`src/logic/dfd_cfg.svh`:
```
// Purpose: Offsets, field positions, reset values and counts for the fan duty
//          control block.
// Assumes: Wishbone byte address is four times the register index.
// Notes:   Definitions only.
`ifndef DFD_CFG_SVH
`define DFD_CFG_SVH

// Register indices; byte address is index * 4
`define DFD_IDX_CHAN_A 10'h056
`define DFD_IDX_CHAN_B 10'h057
`define DFD_IDX_FANCTL 10'h058
`define DFD_IDX_STATUS 10'h059

// Reset values
`define DFD_RST_CHAN 8'h00
`define DFD_RST_FANCTL 8'h50

// Shared fan control fields
`define DFD_FC_SRC_A 0
`define DFD_FC_SRC_B 1
`define DFD_FC_DBL_A 2
`define DFD_FC_DBL_B 3

// Status fields
`define DFD_ST_PIN_LSB 0
`define DFD_ST_SLOT_A_LSB 8
`define DFD_ST_SLOT_B_LSB 16

// Duty period
`define DFD_SLOT_W 6
`define DFD_LAST_SLOT 6'h3f

`endif

```
`src/logic/dfd_pkg.sv`:
```
// Purpose: Types shared by the fan duty control block.
// Assumes: Nothing beyond the config header.
// Notes:   Channel control layout mirrors the 8-bit channel register.
package dfd_pkg;

   // One channel register: clock select, duty field, force-high
   typedef struct packed {
      logic clk_sel;
      logic [5:0] duty;
      logic force_high;
   } dfd_chan_type;

   // Settings latched at a period boundary
   typedef struct packed {
      logic force_high;
      logic [5:0] duty;
   } dfd_shadow_type;

   // Per-channel frequency selection
   typedef struct packed {
      logic src_sel;
      logic clk_sel;
      logic dbl;
   } dfd_freq_type;

endpackage : dfd_pkg

```
`src/logic/dfd_rate_gen.sv`:
```
// Purpose: Slot tick generator: one pulse every div_i clock cycles.
// Assumes: div_i is at least 1; a smaller new divisor takes effect at once.
// Notes:   Counter restarts when it reaches or passes the divisor minus one.
`timescale 1ns/100ps
`default_nettype none
module dfd_rate_gen #(
   parameter int DIV_W = 16
) (
   // Clock and reset
   input wire logic clk_i,
   input wire logic rst_i,
   // Divisor and tick
   input wire logic [DIV_W-1:0] div_i,
   output logic tick_o
);
   logic [DIV_W-1:0] cnt_ff;
   logic [DIV_W-1:0] nxt_cnt;
   logic tick_ff;
   logic nxt_tick;

   always_comb begin
      nxt_tick = 1'b0;
      nxt_cnt = cnt_ff + {{(DIV_W-1){1'b0}}, 1'b1};
      if (cnt_ff >= div_i - {{(DIV_W-1){1'b0}}, 1'b1}) begin
         nxt_cnt = '0;
         nxt_tick = 1'b1;
      end
   end

   always_ff @(posedge clk_i) begin
      if (rst_i) begin
         cnt_ff <= '0;
         tick_ff <= 1'b0;
      end else begin
         cnt_ff <= nxt_cnt;
         tick_ff <= nxt_tick;
      end
   end

   assign tick_o = tick_ff;
endmodule : dfd_rate_gen
`default_nettype wire

```
`src/logic/dfd_pwm_chan.sv`:
```
// Purpose: One 64-slot duty channel driving a fan pin.
// Assumes: slot_tick_i is a one-cycle pulse per slot.
// Notes:   Settings are taken only at the first slot of a period.
`timescale 1ns/100ps
`default_nettype none
`include "dfd_cfg.svh"
module dfd_pwm_chan (
   // Clock and reset
   input wire logic clk_i,
   input wire logic rst_i,
   // Settings and timing
   input wire dfd_pkg::dfd_chan_type ctl_i,
   input wire logic slot_tick_i,
   // Pin and state
   output logic pin_o,
   output logic [5:0] slot_o
);
   import dfd_pkg::*;

   logic [5:0] slot_ff;
   logic [5:0] nxt_slot;
   dfd_shadow_type shd_ff;
   dfd_shadow_type nxt_shd;
   logic pin_ff;
   logic nxt_pin;

   always_comb begin
      nxt_slot = slot_ff;
      nxt_shd = shd_ff;
      nxt_pin = pin_ff;
      if (slot_tick_i) begin
         if (slot_ff == `DFD_LAST_SLOT) begin
            nxt_slot = '0;
            // New setting only at period start
            nxt_shd.force_high = ctl_i.force_high;
            nxt_shd.duty = ctl_i.duty;
         end else begin
            nxt_slot = slot_ff + 6'h01;
         end
         // High while slot index is below duty code
         if (nxt_shd.force_high) begin
            nxt_pin = 1'b1;
         end else begin
            nxt_pin = (nxt_slot < nxt_shd.duty);
         end
      end
   end

   always_ff @(posedge clk_i) begin
      if (rst_i) begin
         slot_ff <= `DFD_LAST_SLOT;
         shd_ff <= '0;
         pin_ff <= 1'b0;
      end else begin
         slot_ff <= nxt_slot;
         shd_ff <= nxt_shd;
         pin_ff <= nxt_pin;
      end
   end

   assign pin_o = pin_ff;
   assign slot_o = slot_ff;
endmodule : dfd_pwm_chan
`default_nettype wire

```
`src/logic/dfd_top.sv`:
```
// Purpose: Two-channel fan duty output generator with Wishbone registers.
// Assumes: Classic Wishbone slave, 32-bit data, writable registers in the low byte; status read uses bits 0 to 21.
// Notes:   Each pin period is 64 slots; slot rate comes from a lookup.
//
// How it works
// - Channel A bit0 forces pin high, else duty.
// - Channel B behaves identically from own register.
// - Duty zero low always; all ones 63/1.
// - Code 100000 gives half; high proportional of 64.
// - Channel A rate from clock select, source, doubler.
// - Channel B rate from clock select, source, doubler.
// - Shared bit 2 doubles channel A rate.
// - Shared bit 3 doubles channel B rate.
// - Doubler clear means no multiplication applied.
//
// The Wishbone slave port was left to the implementer.
`timescale 1ns/100ps
`default_nettype none
`include "dfd_cfg.svh"
module dfd_top #(
   parameter int ADR_W = 12,
   parameter int DIV_W = 16,
   // Clock cycles per slot, index {source select, clock select}
   parameter logic [DIV_W-1:0] SLOT_DIV_0 = 16'h0f00,
   parameter logic [DIV_W-1:0] SLOT_DIV_1 = 16'h0780,
   parameter logic [DIV_W-1:0] SLOT_DIV_2 = 16'h0100,
   parameter logic [DIV_W-1:0] SLOT_DIV_3 = 16'h0080
) (
   // Clock and reset
   input wire logic clk_i,
   input wire logic rst_i,
   // Wishbone slave
   input wire logic wb_cyc_i,
   input wire logic wb_stb_i,
   input wire logic wb_we_i,
   input wire logic [ADR_W-1:0] wb_adr_i,
   input wire logic [3:0] wb_sel_i,
   input wire logic [31:0] wb_dat_i,
   output logic [31:0] wb_dat_o,
   output logic wb_ack_o,
   // Fan pins
   output logic cooler_drive_a_o,
   output logic cooler_drive_b_o
);
   import dfd_pkg::*;

   localparam int NCH = 2;

   ////////////////////////////////////////////////////////////////////////////
   // Helpers

   // Word index of a byte address
   function automatic logic [9:0] word_index(input logic [ADR_W-1:0] adr);
      logic [ADR_W-1:0] w;
      w = adr >> 2;
      return w[9:0];
   endfunction : word_index

   // Base slot divisor from the lookup, then optional halving
   function automatic logic [DIV_W-1:0] slot_div(input dfd_freq_type f);
      logic [DIV_W-1:0] base;
      logic [DIV_W-1:0] res;
      base = SLOT_DIV_0;
      unique case ({f.src_sel, f.clk_sel})
         2'b00: base = SLOT_DIV_0;
         2'b01: base = SLOT_DIV_1;
         2'b10: base = SLOT_DIV_2;
         2'b11: base = SLOT_DIV_3;
      endcase
      res = base;
      if (f.dbl) begin
         // Twice the frequency is half the slot length
         res = base >> 1;
      end
      if (res == '0) begin
         res = {{(DIV_W-1){1'b0}}, 1'b1};
      end
      return res;
   endfunction : slot_div

   // Frequency settings of one channel from its register and the shared bits
   function automatic dfd_freq_type chan_freq(input logic [7:0] fc,
      input dfd_chan_type ch, input logic sec);
      dfd_freq_type f;
      f.clk_sel = ch.clk_sel;
      if (sec) begin
         f.src_sel = fc[`DFD_FC_SRC_B];
         f.dbl = fc[`DFD_FC_DBL_B];
      end else begin
         f.src_sel = fc[`DFD_FC_SRC_A];
         f.dbl = fc[`DFD_FC_DBL_A];
      end
      return f;
   endfunction : chan_freq

   ////////////////////////////////////////////////////////////////////////////
   // Register decode and status packing

   // One-hot select of the mapped words: chan A, chan B, control, status
   function automatic logic [3:0] reg_hit(input logic [9:0] idx);
      logic [3:0] hit;
      hit[0] = (idx == `DFD_IDX_CHAN_A);
      hit[1] = (idx == `DFD_IDX_CHAN_B);
      hit[2] = (idx == `DFD_IDX_FANCTL);
      hit[3] = (idx == `DFD_IDX_STATUS);
      return hit;
   endfunction : reg_hit

   // Status word: pin levels and slot positions of both channels
   function automatic logic [31:0] status_word(input logic [NCH-1:0] pins,
      input logic [5:0] sa, input logic [5:0] sb);
      logic [31:0] w;
      w = '0;
      w[`DFD_ST_PIN_LSB +: NCH] = pins;
      w[`DFD_ST_SLOT_A_LSB +: 6] = sa;
      w[`DFD_ST_SLOT_B_LSB +: 6] = sb;
      return w;
   endfunction : status_word

   ////////////////////////////////////////////////////////////////////////////
   // Register state

   dfd_chan_type chan_a_ff;
   dfd_chan_type chan_b_ff;
   logic [7:0] fanctl_ff;
   dfd_chan_type nxt_chan_a;
   dfd_chan_type nxt_chan_b;
   logic [7:0] nxt_fanctl;

   // Bus answer state
   logic ack_ff;
   logic nxt_ack;
   logic [31:0] rdat_ff;
   logic [31:0] nxt_rdat;

   // Channel state
   logic [NCH-1:0] pin_w;
   logic [5:0] slot_w [NCH];
   dfd_chan_type ctl_w [NCH];
   dfd_freq_type freq_w [NCH];
   logic [NCH-1:0] tick_w;
   // Divisor per channel
   logic [DIV_W-1:0] div_ff [NCH];
   logic [DIV_W-1:0] nxt_div [NCH];

   // Pin output state
   logic [NCH-1:0] pin_ff;
   logic [NCH-1:0] nxt_pin;

   logic req_w;
   logic wr_w;
   logic [9:0] idx_w;
   logic [3:0] hit_w;

   assign req_w = wb_cyc_i & wb_stb_i & ~ack_ff;
   assign wr_w = req_w & wb_we_i & wb_sel_i[0];
   assign idx_w = word_index(wb_adr_i);
   // Register hit of the current request
   assign hit_w = reg_hit(idx_w);

   ////////////////////////////////////////////////////////////////////////////
   // Register writes

   always_comb begin
      nxt_chan_a = chan_a_ff;
      nxt_chan_b = chan_b_ff;
      nxt_fanctl = fanctl_ff;
      // Registers live in the low byte lane
      if (wr_w) begin
         if (hit_w[0]) begin
            nxt_chan_a = dfd_chan_type'(wb_dat_i[7:0]);
         end
         if (hit_w[1]) begin
            nxt_chan_b = dfd_chan_type'(wb_dat_i[7:0]);
         end
         if (hit_w[2]) begin
            nxt_fanctl = wb_dat_i[7:0];
         end
      end
   end

   always_ff @(posedge clk_i) begin
      if (rst_i) begin
         chan_a_ff <= dfd_chan_type'(`DFD_RST_CHAN);
         chan_b_ff <= dfd_chan_type'(`DFD_RST_CHAN);
         fanctl_ff <= `DFD_RST_FANCTL;
      end else begin
         chan_a_ff <= nxt_chan_a;
         chan_b_ff <= nxt_chan_b;
         fanctl_ff <= nxt_fanctl;
      end
   end

   ////////////////////////////////////////////////////////////////////////////
   // Bus answer and read data

   always_comb begin
      nxt_ack = req_w;
      nxt_rdat = '0;
      if (req_w && !wb_we_i) begin
         unique case (1'b1)
            hit_w[0]: nxt_rdat[7:0] = chan_a_ff;
            hit_w[1]: nxt_rdat[7:0] = chan_b_ff;
            hit_w[2]: nxt_rdat[7:0] = fanctl_ff;
            hit_w[3]: nxt_rdat = status_word(pin_ff, slot_w[0], slot_w[1]);
            // Unmapped words answer with zero
            default: nxt_rdat = '0;
         endcase
      end
   end

   always_ff @(posedge clk_i) begin
      if (rst_i) begin
         ack_ff <= 1'b0;
         rdat_ff <= '0;
      end else begin
         ack_ff <= nxt_ack;
         rdat_ff <= nxt_rdat;
      end
   end

   assign wb_ack_o = ack_ff;
   assign wb_dat_o = rdat_ff;

   ////////////////////////////////////////////////////////////////////////////
   // Frequency selection per channel

   always_comb begin
      ctl_w[0] = chan_a_ff;
      ctl_w[1] = chan_b_ff;
      // Source, clock select and doubler for channel A
      freq_w[0] = chan_freq(fanctl_ff, chan_a_ff, 1'b0);
      // Source, clock select and doubler for channel B
      freq_w[1] = chan_freq(fanctl_ff, chan_b_ff, 1'b1);
   end

   ////////////////////////////////////////////////////////////////////////////
   // Slot divisor per channel

   // Lookup then optional doubling; clear doubler leaves base
   always_comb begin
      for (int c = 0; c < NCH; c++) begin
         nxt_div[c] = slot_div(freq_w[c]);
      end
   end

   // Registered so the lookup stays out of the tick counter's compare path
   always_ff @(posedge clk_i) begin
      if (rst_i) begin
         for (int c = 0; c < NCH; c++) begin
            // Divisor of the reset settings
            div_ff[c] <= SLOT_DIV_0;
         end
      end else begin
         for (int c = 0; c < NCH; c++) begin
            div_ff[c] <= nxt_div[c];
         end
      end
   end

   ////////////////////////////////////////////////////////////////////////////
   // Channels

   for (genvar c = 0; c < NCH; c++) begin : g_chan
      dfd_rate_gen #(
         .DIV_W(DIV_W)
      ) u_rate (
         .clk_i(clk_i),
         .rst_i(rst_i),
         .div_i(div_ff[c]),
         .tick_o(tick_w[c])
      );

      dfd_pwm_chan u_pwm (
         .clk_i(clk_i),
         .rst_i(rst_i),
         .ctl_i(ctl_w[c]),
         .slot_tick_i(tick_w[c]),
         .pin_o(pin_w[c]),
         .slot_o(slot_w[c])
      );
   end

   ////////////////////////////////////////////////////////////////////////////
   // Pin outputs

   // Pins leave the block from a flop of this module
   always_comb begin
      nxt_pin = pin_w;
   end

   always_ff @(posedge clk_i) begin
      if (rst_i) begin
         pin_ff <= '0;
      end else begin
         pin_ff <= nxt_pin;
      end
   end

   assign cooler_drive_a_o = pin_ff[0];
   assign cooler_drive_b_o = pin_ff[1];

endmodule : dfd_top
`default_nettype wire

```
`config.mk`:
```
export PLATFORM = sky130hd
export DESIGN_NAME = dfd_top
export DESIGN_NICKNAME = d
export VERILOG_FILES = /design/src/logic/dfd_pkg.sv /design/src/logic/dfd_rate_gen.sv /design/src/logic/dfd_pwm_chan.sv /design/src/logic/dfd_top.sv
export VERILOG_INCLUDE_DIRS = /design/src /design/src/logic
export SDC_FILE = /design/constraint.sdc
export NUM_CORES = 1
export LEC_CHECK = 0
export BUFFER_PORTS_ARGS = -buffer_cell sky130_fd_sc_hd__buf_2
export CAP_MARGIN = 10
export CORE_MARGIN = 1
export CORE_UTILIZATION = 45
export CTS_CLUSTER_SIZE = 25
export DETAILED_ROUTE_END_ITERATION = 16
export PLACE_DENSITY_LB_ADDON = 0.08
export SYNTH_ARGS = -nofsm -noshare
export SYNTH_HDL_FRONTEND = slang
export SYNTH_SLANG_ARGS = --single-unit
```
`constraint.sdc`:
```
create_clock -name clk_i -period 3.59 [get_ports clk_i]
set_clock_uncertainty 0.05 [all_clocks]
set_input_delay 0.8975 -clock clk_i [delete_from_list [all_inputs] [get_ports clk_i]]
set_output_delay 0.8975 -clock clk_i [all_outputs]
set_load 0.02 [all_outputs]
```
* Word level (Yosys, flattened, before mapping)
Memory sizes are Yosys's and may differ from the RTL's.
Cells that the tools add are included.
** Operators by class
- Add/sub/neg operators :: 6
- Order comparisons :: 4
- Equality and inequality tests :: 12
- Multiplexer cells :: 24
- Bitwise logic cells :: 9
- Reductions and logical operators :: 13
** Operators by type and width (count)
- $pmux W16 S4 :: 2
- $mux W16 :: 6
- $eq A10 B7 Y1 const B :: 4
- $add A16 B1 Y16 const B :: 2
- $ge A16 B16 Y1 :: 2
- $logic_not A16 Y1 :: 2
- $pmux W8 S4 :: 1
- $sub A16 B1 Y16 const B :: 2
- $mux W7 :: 4
- $mux W6 :: 4
- $add A6 B1 Y6 const B :: 2
- $eq A6 B6 Y1 const B :: 2
- $lt A6 B6 Y1 :: 2
- $eq A2 B2 Y1 const B :: 4
- $mux W1 :: 7
- $reduce_and A2 Y1 :: 3
- $reduce_or A2 Y1 :: 3
- $and A1 B1 Y1 :: 4
- $eq A2 B1 Y1 const B :: 2
- $logic_not A2 Y1 :: 2
- $not A1 Y1 :: 3
- $reduce_or A3 Y1 :: 1
- $or A1 B1 Y1 :: 2
- $logic_and A1 B1 Y1 :: 1
- $logic_not A1 Y1 :: 1
** Word-level totals
- Register bits after elaboration :: 121
- RAM bits :: 32
- Input bits :: 53
- Output and inout port bits :: 35
- Logic and storage cells :: 92
- Memories :: 1
** Memories
- div_ff :: depth 2, width 16, rd ports 2, clocked after Yosys merged registers in 0, write ports 2, line dfd_top.sv:143 : logic [DIV_W-1:0] div_ff [NCH];

* Longest topological paths before layout
Gate-level depths: netlist of the first run.
- Depth in word-level cells :: 6
- Depth in mapped cells :: 11
- Depth with buffers taken out :: 10

* Modules after synthesis
Synthesis of the first run repeated with hierarchy kept, for this count alone.
** Second synthesis, totals
- Cells, all modules :: 694
- Area total of the unflattened synthesis :: 6454.9 sq um
** By module, submodules not included
- dfd_top :: times used 1, cells each 217, area each 2316.0 sq um, seq. area each 1221.2 sq um
- dfd_pwm_chan :: times used 2, cells each 88, area each 799.5 sq um, seq. area each 280.3 sq um
- dfd_rate_gen (g_chan[1].u_rate) :: times used 1, cells each 150, area each 1276.2 sq um, seq. area each 340.3 sq um
- dfd_rate_gen (g_chan[0].u_rate) :: times used 1, cells each 151, area each 1263.7 sq um, seq. area each 340.3 sq um

* Least setup slack after synthesis of the first run
OpenSTA, ideal clock, no wires.
- Path type :: reg-to-reg
- Start :: memory div_ff[0][7]
- End :: register g_chan[0].u_rate.cnt_ff[10]
- Setup time :: 0.064 ns
- Arrival :: 2.510 ns
- Required time :: 3.476 ns
- Path slack :: 0.966 ns
- Stages on the path, launching flop included :: 11
- Path buffers :: 1
- Clock period less this slack :: 2.624 ns
- Cell sequence :: dfxtp_1 > nor4_2 > nor2b_1 > nand2b_1 > xor2_1 > ha_1 > a22o_1 > o41ai_2 > o211ai_2 > buf_2 > nor2_1
** RTL lines
- start: declaration :: line dfd_top.sv:143
- end signal: assignment :: line dfd_rate_gen.sv:35 : cnt_ff <= nxt_cnt;
- end: declaration :: line dfd_rate_gen.sv:16 : logic [DIV_W-1:0] cnt_ff;

==> flow_summary.yaml, run 1 <==
run_status:
  status: "completed"
drt:
  drc: 0
  drtIter0Drc: 205
  drtPass1Iterations: 4
  wl_per_cell_um: 14.07
  via_count: 4619
  routed_wl_um: 12490
  vias_per_cell: 5.202
  final_antenna_net_count: 0
synth:
  ys_ff_latch: 123
  yosysUniqueCellTypes: 56
  synth-async-reset-ratio_pct: 0
  ys_seq_area_share_pct: 40.76
  syn_area_um2: 6041
  yosysWarnings: 0
  syn_avg_cell_area_um2: 9.209
  synth_edf_count: 0
  ys.flop_type: "dfxtp_1"
  postSynthCellCount: 656
floorplanning:
  io_pins: 88
  dieArea_um2: 13890
  coreArea_um2: 12880
  dieHeight_um: 117.9
  die_w_um: 117.9
  start_util_pct: 46.91
  fp-row-count: 41
cts:
  post_cts_buffers: 0
  clk_latency_ps: 420
  clockRootBuffer: "clkbuf_16"
  clk_path_buf_depth: 2
  clkTransAtPathRegs_ps: 60
  cts.repair.resized: 0
  numClockSinks: 123
  cts_made_buffers: 17
  tritoncts: "built"
  htreeDepth: 4
  holdBufCountCts: 0
job:
  cap_violations: 0
global_route:
  grt_max_degree: 55
  overflow: 0
  grt_pass1_vias: 4419
  grt_pass1_wl_um: 21440
  grt_usage_pct: 19.35
  antenna_found_initial: 0
power:
  swShare_pct: 20.63
  power.density_nw_per_um2: 487.9
  pwr-share-comb_pct: 3.3
  totalPowerFinal_mw: 3.444
  p_sw_mw: 0.7106
  vdd_drop_max_uv: 286.7
  power_frac_seq_pct: 40.1
  p_int_mw: 2.733
  p_clk_share_pct: 56.6
  power.leakage_nw: 3.047
finish:
  seqCellArea_um2: 2462
  nets: 804
  multi_input_area_um2: 3358
  syn_to_final_growth_pct: 16.84
  diodes: 0
  fillCellCount: 1183
  drive_above_1_share_pct: 14.11
critical_path:
  crit_slowest_cell: "o211ai_2"
  critical-path-top-delay-family: "simple AND/OR/NAND/NOR gates"
  critPathBufInv: 0
  worstSetupPathType: "register to register"
  critPathMaxFanout: 15
  slowest_delay_ps: 560
  endpoint_kind: "register"
  path_cells: "nor3_1 > nand2b_1 > nor3_1 > xnor2_1 > ha_1 > nand4_1 > nor3_1 > o21ai_0 > o211ai_2 > nor2_1"
  crit_arrival_ps: 3360
  cp-start-kind: "register"
  required_ps: 3820
  cp_common_cell: "nor3_1"
timing:
  slew_viol_final: 0
  hold_violations: 0
  period_share_pct: 87.21
  setup_violations: 0
  rsz0062_at_grt: "no"
  setup_tns_ps: 0
  clock.fmax_mhz: 319.4
  fin_crit_ps: 3131
  holdWs_ps: 411.2
  layout_setup_ws_ps: 459.3
  worst_slew_pin_slew_ps: 724.9
  maxSlewHeadroom_pct: 51.61
placement:
  dpl.hpwl_um: 8958
  io_buffer_count: 46
  gp_congestion: 0.8199
  dp_slack_ps: 410.6
min_path:
  hold_class: "register to register"
-- registers in the layout, indices dropped and copies added, names as in the netlist, 8 cells and up --
| name | cells |
|---|---|
| wb_dat_o | 20 |
| g_chan.u_rate.cnt_ff | 32 |
| chan_a_ff | 8 |
| g_chan.u_pwm.shd_ff | 14 |
| div_ff | 14 |
| g_chan.u_pwm.slot_o | 12 |
| chan_b_ff | 8 |
| fanctl_ff | 8 |
-- synthesized netlist by cell type, drive strengths merged, types with 8 or more instances --
library cell | number | area share [%]
inv | 16 | 0.99
nand2 | 38 | 2.4
nand3 | 24 | 2.1
o21ai | 18 | 1.5
nand4 | 9 | 1.0
ha | 48 | 9.9
nor2 | 107 | 6.8
a22oi | 8 | 0.99
and3 | 13 | 1.3
a21oi | 26 | 2.2
nor3 | 14 | 1.2
xnor2 | 23 | 3.3
o211ai | 8 | 1.2
buf | 23 | 2.5
dfxtp | 123 | 41
a211oi | 14 | 1.7
and2 | 16 | 1.7
xor2 | 21 | 3.0
clkbuf | 14 | 0.87
mux2i | 35 | 5.8
-- kinds of logic (layout without fill, tap and decap cells) --
group / count (synthesis) / in the layout / share of synthesized area, %
fa+ha+maj: 48 / 48 / 9.942
buf+inv: 54 / 101 / 4.453
flops: 123 / 123 / 40.76
compound gates: 105 / 105 / 12.16
simple gates: 243 / 243 / 19.88
xor+xnor: 44 / 44 / 6.379
other cells: 1 / 14 / 0.06208
mux: 38 / 38 / 6.359
-- metrics by stage --
stage          area (um^2)  utilization (%)  cells
2_1_floorplan         6090                -    669
3_3_place_gp          6375            49.51    856
3_5_place_dp          6375            49.51    856
4_1_cts               7058            54.81    888
6_report              7058            54.81    888
5_1_grt               7058            54.81    888
-- worst register-to-register path: stages, from the launching register on --
cell	delay, ps
dfxtp_1	380
nor3_1	520
nand2b_1	190
nor3_1	270
xnor2_1	120
ha_1	300
nand4_1	110
nor3_1	200
o21ai_0	160
o211ai_2	560
nor2_1	120
-- placed cells by master (no fill, tap or decap), types with 3 or more instances in the layout --
cell type / n
mux2_2: 3
a22o_1: 3
and2_1: 16
o211ai_1: 6
clkbuf_16: 17
nand4_1: 8
mux2i_1: 35
inv_1: 16
a21oi_1: 26
bufinv_16: 6
nor2b_1: 5
buf_4: 6
clkinv_4: 3
o31ai_1: 5
xor2_1: 21
a22oi_1: 8
nand3_1: 23
ha_1: 48
o31a_1: 3
xnor2_1: 23
conb_1: 14
o21ai_0: 18
nor2_1: 106
nor3_1: 14
buf_2: 46
a211o_1: 4
and3_1: 13
nand2_1: 38
dfxtp_1: 123
a211oi_1: 14
clkinvlp_4: 5
-- worst paths after layout --
| check | start | end | slack [ps] | cells past startpoint |
|---|---|---|---|---|
| setup / recovery | div_ff[0][16] | g_chan[1].u_rate.cnt_ff[5] | 460 | 10 |
| hold / removal | g_chan[1].u_rate.cnt_ff[0] | g_chan[1].u_rate.cnt_ff[0] | 410 | 1 |
| setup reg to reg | div_ff[0][16] | g_chan[1].u_rate.cnt_ff[5] | 460 | 10 |
| hold reg to reg | g_chan[1].u_rate.cnt_ff[0] | g_chan[1].u_rate.cnt_ff[0] | 410 | 1 |
-- area by class of cell --
type	instances	area share, %
tap	172	3.049
inverter	17	0.9041
clock inverter	14	3.457
multi-input combinational	492	47.58
clock buffer	18	6.222
timing repair buffer	52	3.900
sequential	123	34.89
-- power by group through the flow --
stage          Clock, mW  Combinational [mW]  Sequential, mW
6_report            1.95               0.113            1.38
3_5_place_dp           0               0.113            1.41
4_1_cts             1.99               0.115            1.38
3_3_place_gp           0               0.110            1.41
5_1_grt             2.05               0.128            1.38
2_1_floorplan          0              0.0836            1.41
-- metal layers --
layer	track usage, %	part of all wire, %	up-vias
li1	-	-	2380
met1	25.27	49	2125
met2	30.33	45	91
met3	4.457	4.2	23
met4	8.574	2.0	0
met5	0	0	-
(Power assumes the default switching activity.)
==> inputs of run 2 (changes only) <==
==> constraint.sdc (replaced) <==
create_clock -name clk_i -period 3.4 [get_ports clk_i]
set_clock_uncertainty 0.05 [all_clocks]
set_input_delay 0.85 -clock clk_i [delete_from_list [all_inputs] [get_ports clk_i]]
set_output_delay 0.85 -clock clk_i [all_outputs]
set_load 0.02 [all_outputs]
==> run 2 against run 1 <==
Effect of this change: critical path depth grew 2; flip-flop and latch count is the same; wire length shrank 0.36%.
==> flow_summary.yaml, run 2 (synthesis results as in run 1) <==
run_status:
  status: "completed"
cts:
  post_cts_buffers: 0
  clk_path_buf_depth: 2
  cts.repair.resized: 0
  clk_latency_ps: 420
  cts_made_buffers: 17
  clkTransAtPathRegs_ps: 60
  clockRootBuffer: "clkbuf_16"
  numClockSinks: 123
  tritoncts: "built"
  htreeDepth: 4
  holdBufCountCts: 0
critical_path:
  path_cells: "nor3_1 > buf_4 > nand2b_1 > nor3_1 > nor2_1 > ha_1 > a211oi_1 > o21ai_0 > a221oi_2 > o211ai_2 > buf_4 > nor2_1"
  slowest_delay_ps: 390
  crit_arrival_ps: 3010
  endpoint_kind: "register"
  cp-start-kind: "register"
  crit_slowest_cell: "dfxtp_1"
  critPathMaxFanout: 15
  worstSetupPathType: "register to register"
  required_ps: 3700
  rr_worst_depth: 12
drt:
  drtPass1Iterations: 4
  drtIter0Drc: 178
  drc: 0
  wl_per_cell_um: 13.95
  vias_per_cell: 5.140
  via_count: 4585
  routed_wl_um: 12450
  final_antenna_net_count: 0
min_path:
  min_path_cells: 1
  hold_class: "register to register"
global_route:
  grt_max_degree: 55
  overflow: 0
  grt_pass1_wl_um: 20980
  antenna_found_initial: 0
  grt_pass1_vias: 4418
  grt_usage_pct: 18.99
power:
  totalPowerFinal_mw: 3.360
  p_int_mw: 2.581
  power_frac_seq_pct: 43.4
  power.leakage_nw: 3.024
  p_sw_mw: 0.7790
  pwr-share-comb_pct: 3.6
  p_clk_share_pct: 53.0
  vdd_drop_max_uv: 399.9
  swShare_pct: 23.18
  power.density_nw_per_um2: 480.1
finish:
  syn_to_final_growth_pct: 15.85
  mostFrequentLayoutCell: "dfxtp_1"
  drive_above_1_share_pct: 14.58
  top_register: "g_chan.u_rate.cnt_ff"
  mostFrequentLayoutCells: "123 x dfxtp_1, 106 x nor2_1, 48 x ha_1, 46 x buf_2, 38 x nand2_1"
  diodes: 0
  largest_register_ffs: 32
  nets: 808
timing:
  maxSlewHeadroom_pct: 50.90
  setup_violations: 0
  period_share_pct: 79.66
  clock.fmax_mhz: 369.2
  worst_slew_pin_slew_ps: 735.5
  slew_viol_final: 0
  hold_violations: 0
  setup_tns_ps: 0
  fin_crit_ps: 2709
  layout_setup_ws_ps: 691.4
  rsz0062_at_grt: "no"
floorplanning:
  fp-row-count: 41
  die_w_um: 117.9
  start_util_pct: 46.91
  dieHeight_um: 117.9
  io_pins: 88
  dieArea_um2: 13890
  coreArea_um2: 12880
placement:
  dpl.hpwl_um: 9038
  dp_slack_ps: 705.3
  io_buffer_count: 46
  gp_congestion: 0.8000
job:
  cap_violations: 0
## run 2: cell count changes in the layout (fill, tap and decap cells not counted), sizes merged
cell,previous run,this run
bufinv,6,2
clkbuf,18,17
buf,52,56
clkinv,4,6
inv,16,19
## run 2: worst max-delay path: cells and delay by family, from the launching register on
kind	cells	cell delay, ps
fa+ha+maj	1	200
buf+inv	2	380
flops	1	390
simple gates	5	740
compound gates	4	890
## run 2: path summary, 6_finish.rpt
| check | start | endpoint | slack [ps] |
|---|---|---|---|
| max reg2reg | div_ff[0][16] | g_chan[1].u_rate.cnt_ff[9] | 690 |
| min | g_chan[1].u_pwm.pin_o | pin_ff[1] | 410 |
| min reg2reg | g_chan[1].u_pwm.pin_o | pin_ff[1] | 410 |
| max | div_ff[0][16] | g_chan[1].u_rate.cnt_ff[9] | 690 |
## run 2: cell type report
class | instances | area (um^2)
well taps | 172 | 215.2
fillers | 1198 | 5878
multi-input cells | 492 | 3358
inverters | 17 | 63.81
clock buffers | 17 | 425.4
flip-flops and latches | 123 | 2462
clock inverters | 15 | 167.7
repair buffers | 56 | 305.3
## run 2: stage by stage
step / hold WS [ps] / util, % / instance area [um^2] / std cells
final: 408.3 / 54.35 / 6998 / 892
after global routing: 420.2 / 54.35 / 6998 / 892
after CTS: 408.1 / 54.35 / 6998 / 892
after detailed placement: 403.1 / 49.74 / 6405 / 860
after global placement: 393.3 / 49.74 / 6405 / 860
after floorplan: 380.0 / - / 6090 / 669
## run 2: layer usage
layer  track usage (%)  vias up  wire (um)
met4             8.413        0        186
met2             29.89       87       5643
met1             24.60     2098       6146
li1                  -     2383          -
met3             4.554       17        469
met5                 0        -          0
## run 2: power by group through the flow
stage	Clock (mW)	Combinational (mW)	Sequential, mW
after floorplan	0	0.0882	1.49
after global placement	0	0.118	1.49
after detailed placement	0	0.121	1.49
after CTS	1.82	0.121	1.46
after global routing	1.88	0.134	1.46
final	1.78	0.120	1.46
